## src/logic/sgls_pkg.sv

```systemverilog
// Purpose: shared constants for the output pin pair and link status block
// Assumes: AXI4-Lite register access, 32-bit data, one word per register
// Notes: byte offsets are register indices times four
package sgls_pkg;
   // register indices as printed, byte address is index times four
   localparam logic [7:0] SGLS_IDX_STATUS = 8'h0C;
   localparam logic [7:0] SGLS_IDX_PINCFG = 8'h0D;
   localparam logic [7:0] SGLS_IDX_CTRL = 8'h03;
   localparam logic [7:0] SGLS_IDX_IRQ_STAT = 8'h20;
   localparam logic [7:0] SGLS_IDX_IRQ_MASK = 8'h21;
   localparam int SGLS_ADDR_W = 12;
   // general status fields
   localparam int SGLS_LINK_BIT = 0;
   localparam int SGLS_DES_ERR_BIT = 1;
   // control register field
   localparam int SGLS_CRC_RST_BIT = 5;
   // pin configuration fields
   localparam int SGLS_P0_ACTIVE = 0;
   localparam int SGLS_P0_REMOTE = 2;
   localparam int SGLS_P0_LEVEL = 3;
   localparam int SGLS_P1_ACTIVE = 4;
   localparam int SGLS_P1_REMOTE = 6;
   localparam int SGLS_P1_LEVEL = 7;
   localparam logic [7:0] SGLS_PINCFG_RST = 8'h55;
   localparam logic [7:0] SGLS_CTRL_RST = 8'h00;
   // interrupt fields: bit0 link change, bit1 crc error
   localparam int SGLS_IRQ_LINK = 0;
   localparam int SGLS_IRQ_CRC = 1;
   localparam logic [1:0] SGLS_IRQ_RST = 2'h0;
   localparam logic [1:0] SGLS_RESP_OKAY = 2'h0;
   localparam logic [1:0] SGLS_RESP_SLVERR = 2'h2;
endpackage

```

## src/logic/sgls_top.sv

```systemverilog
// Purpose: two output pins driven locally or remotely, plus link status
// Assumes: remote levels, crc error and link detect arrive asynchronously
// Notes: direction is fixed as output; pins are never inputs here
//        link and crc events are ignored until the synchronisers fill
//        addresses beyond the register window answer with an error
//        the crc reset control must be written back to zero by software
`timescale 1ns/100ps
module sgls_top
   import sgls_pkg::*;
(
   // clock and reset
   input wire logic aclk,
   input wire logic aresetn,
   // axi4-lite write address
   input wire logic [SGLS_ADDR_W-1:0] s_axi_awaddr,
   input wire logic s_axi_awvalid,
   output logic s_axi_awready,
   // axi4-lite write data
   input wire logic [31:0] s_axi_wdata,
   input wire logic [3:0] s_axi_wstrb,
   input wire logic s_axi_wvalid,
   output logic s_axi_wready,
   // axi4-lite write response
   output logic [1:0] s_axi_bresp,
   output logic s_axi_bvalid,
   input wire logic s_axi_bready,
   // axi4-lite read address
   input wire logic [SGLS_ADDR_W-1:0] s_axi_araddr,
   input wire logic s_axi_arvalid,
   output logic s_axi_arready,
   // axi4-lite read data
   output logic [31:0] s_axi_rdata,
   output logic [1:0] s_axi_rresp,
   output logic s_axi_rvalid,
   input wire logic s_axi_rready,
   // link side status inputs
   input wire logic link_detect,
   input wire logic back_crc_error,
   input wire logic remote_pin_zero,
   input wire logic remote_pin_one,
   // output pins
   output logic output_pin_zero,
   output logic output_pin_zero_oe,
   output logic output_pin_one,
   output logic output_pin_one_oe,
   // interrupt
   output logic irq
);

   // synchronised link side inputs, oldest sample in bit 1
   logic [3:0] sync_in;
   logic [1:0] sync_q [4];
   logic [1:0] link_s;
   logic [1:0] crc_s;
   logic [1:0] rz_s;
   logic [1:0] ro_s;
   logic [1:0] warm;

   // edge detect, register storage and bus holding state
   logic crc_prev;
   logic link_prev;
   logic des_error;
   logic [7:0] pincfg;
   logic [7:0] ctrl;
   logic [1:0] irq_stat;
   logic [1:0] irq_mask;
   logic aw_held;
   logic w_held;
   logic [SGLS_ADDR_W-1:0] aw_addr;
   logic [31:0] w_data;
   logic [3:0] w_strb;
   logic wr_go;
   logic [7:0] wr_idx;
   logic [7:0] rd_idx;

   // decode and event helpers
   logic crc_evt;
   logic link_evt;
   logic crc_clr;
   logic [31:0] next_rdata;
   logic next_rhit;

   // per bit and per pin slices
   logic [1:0] irq_evt;
   logic [1:0] irq_clr;
   logic [1:0] remote_s;
   logic [1:0] pin_lvl;
   logic [1:0] pin_oe;
   localparam int PIN_STRIDE = SGLS_P1_ACTIVE - SGLS_P0_ACTIVE;

   // two-flop synchronisers for everything from the link side
   // bit order: link, crc, remote zero, remote one
   assign sync_in = {remote_pin_one, remote_pin_zero, back_crc_error,
                     link_detect};
   generate
      for (genvar b = 0; b < 4; b++) begin : g_sync
         always_ff @(posedge aclk) begin
            if (!aresetn) begin
               sync_q[b] <= 2'h0;
            end else begin
               sync_q[b] <= {sync_q[b][0], sync_in[b]};
            end
         end
      end
   endgenerate

   assign link_s = sync_q[0];
   assign crc_s = sync_q[1];
   assign rz_s = sync_q[2];
   assign ro_s = sync_q[3];

   always_ff @(posedge aclk) begin
      if (!aresetn) begin
         crc_prev <= 1'b0;
         link_prev <= 1'b0;
      end else begin
         crc_prev <= crc_s[1];
         link_prev <= link_s[1];
      end
   end

   // reset fills the synchronisers with zeros; a link already up would
   // otherwise show as a change two edges after reset
   always_ff @(posedge aclk) begin
      if (!aresetn) begin
         warm <= 2'h0;
      end else if (warm != 2'h3) begin
         warm <= warm + 2'h1;
      end
   end

   assign crc_evt = crc_s[1] & ~crc_prev & (warm == 2'h3);
   assign link_evt = (link_s[1] ^ link_prev) & (warm == 2'h3);
   // crc reset control acts as a level while held high by software
   assign crc_clr = ctrl[SGLS_CRC_RST_BIT] | ~link_s[1];

   // set wins over clear so a coincident error is not lost
   // link loss clears the flag as a level, like the reset control
   always_ff @(posedge aclk) begin
      if (!aresetn) begin
         des_error <= 1'b0;
      end else if (crc_evt) begin
         des_error <= 1'b1;
      end else if (crc_clr) begin
         des_error <= 1'b0;
      end
   end

   // axi write channel: address and data taken in either order
   // awready and wready pulse for one cycle and rest for one, so a
   // request waits at most two edges; nothing new is taken while a
   // write sits in the holding registers; one taken while the last response is unread waits there
   assign wr_go = aw_held & w_held & ~s_axi_bvalid;
   // an address above the index range maps to an unused index
   assign wr_idx = (|aw_addr[SGLS_ADDR_W-1:10]) ? 8'hFF : aw_addr[9:2];

   always_ff @(posedge aclk) begin
      if (!aresetn) begin
         aw_held <= 1'b0;
         aw_addr <= '0;
         s_axi_awready <= 1'b0;
      end else begin
         s_axi_awready <= ~aw_held & ~s_axi_awready;
         if (s_axi_awvalid & s_axi_awready) begin
            aw_held <= 1'b1;
            aw_addr <= s_axi_awaddr;
            s_axi_awready <= 1'b0;
         end else if (wr_go) begin
            aw_held <= 1'b0;
         end
      end
   end

   always_ff @(posedge aclk) begin
      if (!aresetn) begin
         w_held <= 1'b0;
         w_data <= 32'h00000000;
         w_strb <= 4'h0;
         s_axi_wready <= 1'b0;
      end else begin
         s_axi_wready <= ~w_held & ~s_axi_wready;
         if (s_axi_wvalid & s_axi_wready) begin
            w_held <= 1'b1;
            w_data <= s_axi_wdata;
            w_strb <= s_axi_wstrb;
            s_axi_wready <= 1'b0;
         end else if (wr_go) begin
            w_held <= 1'b0;
         end
      end
   end

   // the response waits for both halves and is held until bready
   // status is read-only: a write there is answered but changes nothing
   always_ff @(posedge aclk) begin
      if (!aresetn) begin
         s_axi_bvalid <= 1'b0;
         s_axi_bresp <= SGLS_RESP_OKAY;
      end else if (wr_go) begin
         s_axi_bvalid <= 1'b1;
         case (wr_idx)
            SGLS_IDX_PINCFG, SGLS_IDX_CTRL, SGLS_IDX_STATUS,
            SGLS_IDX_IRQ_STAT, SGLS_IDX_IRQ_MASK:
               s_axi_bresp <= SGLS_RESP_OKAY;
            default: s_axi_bresp <= SGLS_RESP_SLVERR;
         endcase
      end else if (s_axi_bready) begin
         s_axi_bvalid <= 1'b0;
      end
   end

   // reserved bits are plain storage, never read by the pin logic
   always_ff @(posedge aclk) begin
      if (!aresetn) begin
         pincfg <= SGLS_PINCFG_RST;
      end else if (wr_go && wr_idx == SGLS_IDX_PINCFG && w_strb[0]) begin
         pincfg <= w_data[7:0];
      end
   end

   // crc reset bit is a level: software writes it back to zero
   always_ff @(posedge aclk) begin
      if (!aresetn) begin
         ctrl <= SGLS_CTRL_RST;
      end else if (wr_go && wr_idx == SGLS_IDX_CTRL && w_strb[0]) begin
         ctrl <= w_data[7:0];
      end
   end

   // mask only gates status bits onto irq, it holds no event itself
   always_ff @(posedge aclk) begin
      if (!aresetn) begin
         irq_mask <= SGLS_IRQ_RST;
      end else if (wr_go && wr_idx == SGLS_IDX_IRQ_MASK && w_strb[0]) begin
         irq_mask <= w_data[1:0];
      end
   end

   // write one to clear; a new event in the same cycle keeps its bit
   assign irq_evt = {crc_evt, link_evt};
   assign irq_clr = (wr_go && wr_idx == SGLS_IDX_IRQ_STAT && w_strb[0]) ?
                    w_data[1:0] : 2'h0;
   generate
      for (genvar i = 0; i < 2; i++) begin : g_irq
         always_ff @(posedge aclk) begin
            if (!aresetn) begin
               irq_stat[i] <= SGLS_IRQ_RST[i];
            end else if (irq_evt[i]) begin
               irq_stat[i] <= 1'b1;
            end else if (irq_clr[i]) begin
               irq_stat[i] <= 1'b0;
            end
         end
      end
   endgenerate

   // irq is registered so the pin never glitches on a decode
   always_ff @(posedge aclk) begin
      if (!aresetn) begin
         irq <= 1'b0;
      end else begin
         irq <= |(irq_stat & irq_mask);
      end
   end

   // read channel, same alias guard as the write side
   assign rd_idx = (|s_axi_araddr[SGLS_ADDR_W-1:10]) ? 8'hFF :
                   s_axi_araddr[9:2];

   // unmapped indices read zero and flag an error
   always_comb begin
      next_rdata = 32'h00000000;
      next_rhit = 1'b1;
      case (rd_idx)
         SGLS_IDX_STATUS: begin
            next_rdata[SGLS_DES_ERR_BIT] = des_error;
            next_rdata[SGLS_LINK_BIT] = link_s[1];
         end
         SGLS_IDX_PINCFG: next_rdata[7:0] = pincfg;
         SGLS_IDX_CTRL: next_rdata[7:0] = ctrl;
         SGLS_IDX_IRQ_STAT: next_rdata[1:0] = irq_stat;
         SGLS_IDX_IRQ_MASK: next_rdata[1:0] = irq_mask;
         default: next_rhit = 1'b0;
      endcase
   end

   // read data are captured at the address edge and stand with rvalid
   // until rready; arready stays low meanwhile, so one read at a time
   always_ff @(posedge aclk) begin
      if (!aresetn) begin
         s_axi_arready <= 1'b0;
         s_axi_rvalid <= 1'b0;
         s_axi_rdata <= 32'h00000000;
         s_axi_rresp <= SGLS_RESP_OKAY;
      end else begin
         s_axi_arready <= ~s_axi_rvalid & ~s_axi_arready;
         if (s_axi_arvalid & s_axi_arready) begin
            s_axi_arready <= 1'b0;
            s_axi_rvalid <= 1'b1;
            s_axi_rdata <= next_rdata;
            s_axi_rresp <= next_rhit ? SGLS_RESP_OKAY : SGLS_RESP_SLVERR;
         end else if (s_axi_rvalid & s_axi_rready) begin
            s_axi_rvalid <= 1'b0;
         end
      end
   end

   // pin drive, one slice per pin; remote level only when remote bit set
   // direction bits are not modelled, so an enabled pin always drives
   // oe and level are both registered so the pins change together
   assign remote_s = {ro_s[1], rz_s[1]};
   generate
      for (genvar p = 0; p < 2; p++) begin : g_pin
         always_ff @(posedge aclk) begin
            if (!aresetn) begin
               pin_lvl[p] <= 1'b0;
               pin_oe[p] <= 1'b0;
            end else begin
               pin_oe[p] <= pincfg[p*PIN_STRIDE+SGLS_P0_ACTIVE];
               if (pincfg[p*PIN_STRIDE+SGLS_P0_REMOTE]) begin
                  pin_lvl[p] <= remote_s[p];
               end else begin
                  pin_lvl[p] <= pincfg[p*PIN_STRIDE+SGLS_P0_LEVEL];
               end
            end
         end
      end
   endgenerate

   // pins leave straight from the slice flops
   assign output_pin_zero = pin_lvl[0];
   assign output_pin_zero_oe = pin_oe[0];
   assign output_pin_one = pin_lvl[1];
   assign output_pin_one_oe = pin_oe[1];

endmodule

```

## config.mk

```make
export PLATFORM = sky130hd
export DESIGN_NAME = sgls_top
export DESIGN_NICKNAME = d
export VERILOG_FILES = /design/src/logic/sgls_pkg.sv /design/src/logic/sgls_top.sv
export SDC_FILE = /design/constraint.sdc
export NUM_CORES = 1
export LEC_CHECK = 0
export BUFFER_PORTS_ARGS = -buffer_cell sky130_fd_sc_hd__buf_2
export CELL_PAD_IN_SITES_DETAIL_PLACEMENT = 0
export CELL_PAD_IN_SITES_GLOBAL_PLACEMENT = 1
export CORE_MARGIN = 1.5
export CORE_UTILIZATION = 38
export CTS_BUF_LIST = sky130_fd_sc_hd__clkbuf_16
export DETAILED_ROUTE_END_ITERATION = 6
export PLACE_DENSITY = 0.94
export SYNTH_ARGS = -nofsm -noshare
export SYNTH_HDL_FRONTEND = slang
export SYNTH_SLANG_ARGS = --single-unit
```

## constraint.sdc

```tcl
create_clock -name aclk -period 5.45 [get_ports aclk]
set_input_delay 0.2725 -clock aclk [delete_from_list [all_inputs] [get_ports aclk]]
set_output_delay 0.2725 -clock aclk [all_outputs]
set_load 0.005 [all_outputs]
```

==> out/results.ini <==
[status]
status=complete, no violations

[critical_path]
crit_type=reg2reg
r2r_slack_ns=3.44
arrival_ns=2.21
startpoint_type=flip-flop
cp_max_fo=8
required_ns=5.64
cp-end-kind=flip-flop
reg2reg_depth=4

[detailed_routing]
drtPass1Iterations=4
avgViaCountPerCell=5.05
drt-wirelength-per-cell_um=12.9
first_iter_violations=143
antenna_left=0
drc=0
via_count=2611
wirelength_mm=6.67

[floorplanning]
die_h_um=93.3
core_sq_um=7810
die-area_sq_um=8700
start_util_pct=39.6
rows=32
die_x_um=93.3
ioPinCount=117

[grt]
grt_pass1_wl_mm=11.0
grt_pass1_vias=2319
grt_antenna_before_repair=0
track_usage_pct=16.5
globalRoute.totalOverflow=0
grt_max_degree=36

[clocking]
cts_setup_buffers=0
cts_num_sinks=74
tritoncts=done
cts_buffer_depth=2
clock_latency_ns=0.33
htree_levels=3
cts_buffers=9
cts-root-buf=clkbuf_16
clk_pin_slew_ns=0.06
cts_resized=0
cts_hold_buf=0

[placement]
hpwl_mm=4.84
place_congestion=0.811
dp_slack_ns=3.46
placed_area_sq_um=3340
numPortBuffers=59

[layout]
stdcell_area_sq_um=3630
regArea_sq_um=1480
utilization_pct=46.4
layout_common_cells=dfxtp_1, buf_2, nand2_1, a21oi_1
multi_input_area_sq_um=1400
final_common_cell=dfxtp_1
nNetsFinal=482
fillCellCount=791
drive_above_1_share_pct=20.0
syn_to_final_growth_pct=17.1
n_antenna_cell=0

[sta]
timing.final.hold_violations=0
period_share_pct=36.9
worst_pin_slew_ns=0.579
period_needed_ns=2.01
slew_headroom_pct=61.2
fin_ws_ns=3.44
rsz0062_at_grt=false
fmax_ghz=0.497
setup_viol=0
holdWs_ns=0.148
finalSetupTns_ns=0
slew_violations=0
finalClockSkew_ns=0.00456

[power]
ir_worst_vdd_uv=147
p_leak_nw=1.47
power_density_nw_per_um2=340

[synthesis]
synth_warnings=0
ys_ff_latch=74
yosysSeqAreaShare_pct=47.9
syn_area_sq_um=3100
postSynthCellCount=360
synth_flop_cell=dfxtp_1
synthArstFlopShare_pct=0
synth_cell_type_count=43
synth-edff-count=0
avgSynthCellArea_sq_um=8.60

[worst_hold_path]
min_path_cells=2
hold_class=in2reg

[flow_run]
drv_cap=0

-- report_power, final --
group	total, W	internal, W	switching [W]	leakage [nW]
registers	0.000579	0.000563	0.0000159	0.604
logic	0.0000896	0.0000387	0.0000509	0.719
clock network	0.000563	0.000349	0.000214	0.144
-- area by class of cell --
cell class | instances | share of cell area [%]
sequential | 74 | 40.9
multi-input combinational | 257 | 38.5
clock inverter | 7 | 1.69
tap | 102 | 3.52
timing repair buffer | 60 | 8.35
clock buffer | 9 | 6.21
inverter | 8 | 0.828
-- cells by family after synthesis --
group / Yosys count / synth area share [%]
AND/OR/NAND/NOR: 134 / 23.0
AO/OA/AOI/OAI: 86 / 15.4
flip-flops: 74 / 47.9
buffers and inverters: 54 / 10.0
multiplexers: 8 / 2.63
XOR/XNOR: 2 / 0.566
adder cells (fa/ha/maj): 1 / 0.404
other: 1 / 0.121
-- metrics by stage --
| stage | power, W | instances |
|---|---|---|
| floorplan | 0.000660 | 385 |
| global placement | 0.000676 | 501 |
| detailed placement | 0.000681 | 501 |
| CTS | 0.00125 | 517 |
| global route | 0.00129 | 517 |
| finish | 0.00123 | 517 |
-- sequential cells by signal (all words and copies together) (netlist names), 2 cells and up --
name and flops:
aw_addr 10, irq_stat 2, s_axi_rdata 8, pincfg 8, w_data 8, ctrl 8
irq_mask 2, warm 2, sync_q 8
-- synth_stat cells, types with 7 or more instances --
cell type	count	area, sq um
nand2_1	45	169
nor2_1	14	52.6
clkbuf_1	14	52.6
a21oi_1	41	205
a221oi_1	7	61.3
dfxtp_1	74	1480
mux2i_1	7	70.1
o21ai_1	16	80.1
nand3_1	26	130
and2_1	16	100
inv_1	8	30.0
o21ai_0	12	60.1
buf_4	26	195
-- path summary, 6_finish.rpt --
check / to / start
max reg2reg: ctrl[0] / aw_addr[6]
max: ctrl[0] / aw_addr[6]
min: sync_q[0][0] / link_detect
min reg2reg: sync_q[0][1] / sync_q[0][0]
-- routing by layer --
layer | up-vias | share of wire [%] | global-route usage, %
met2 | 98 | 46 | 26.0
li1 | 1296 | - | -
met5 | - | 0 | 0
met1 | 1207 | 45 | 20.8
met4 | 0 | 2.0 | 7.32
met3 | 10 | 6.3 | 4.63
-- critical path, cell delays in order, from the launching register on --
cell	delay (ns)
dfxtp_1	0.31
or4_4	0.60
or4_1	0.70
o21ai_1	0.18
a21oi_1	0.08
(Power assumes the default switching activity.)
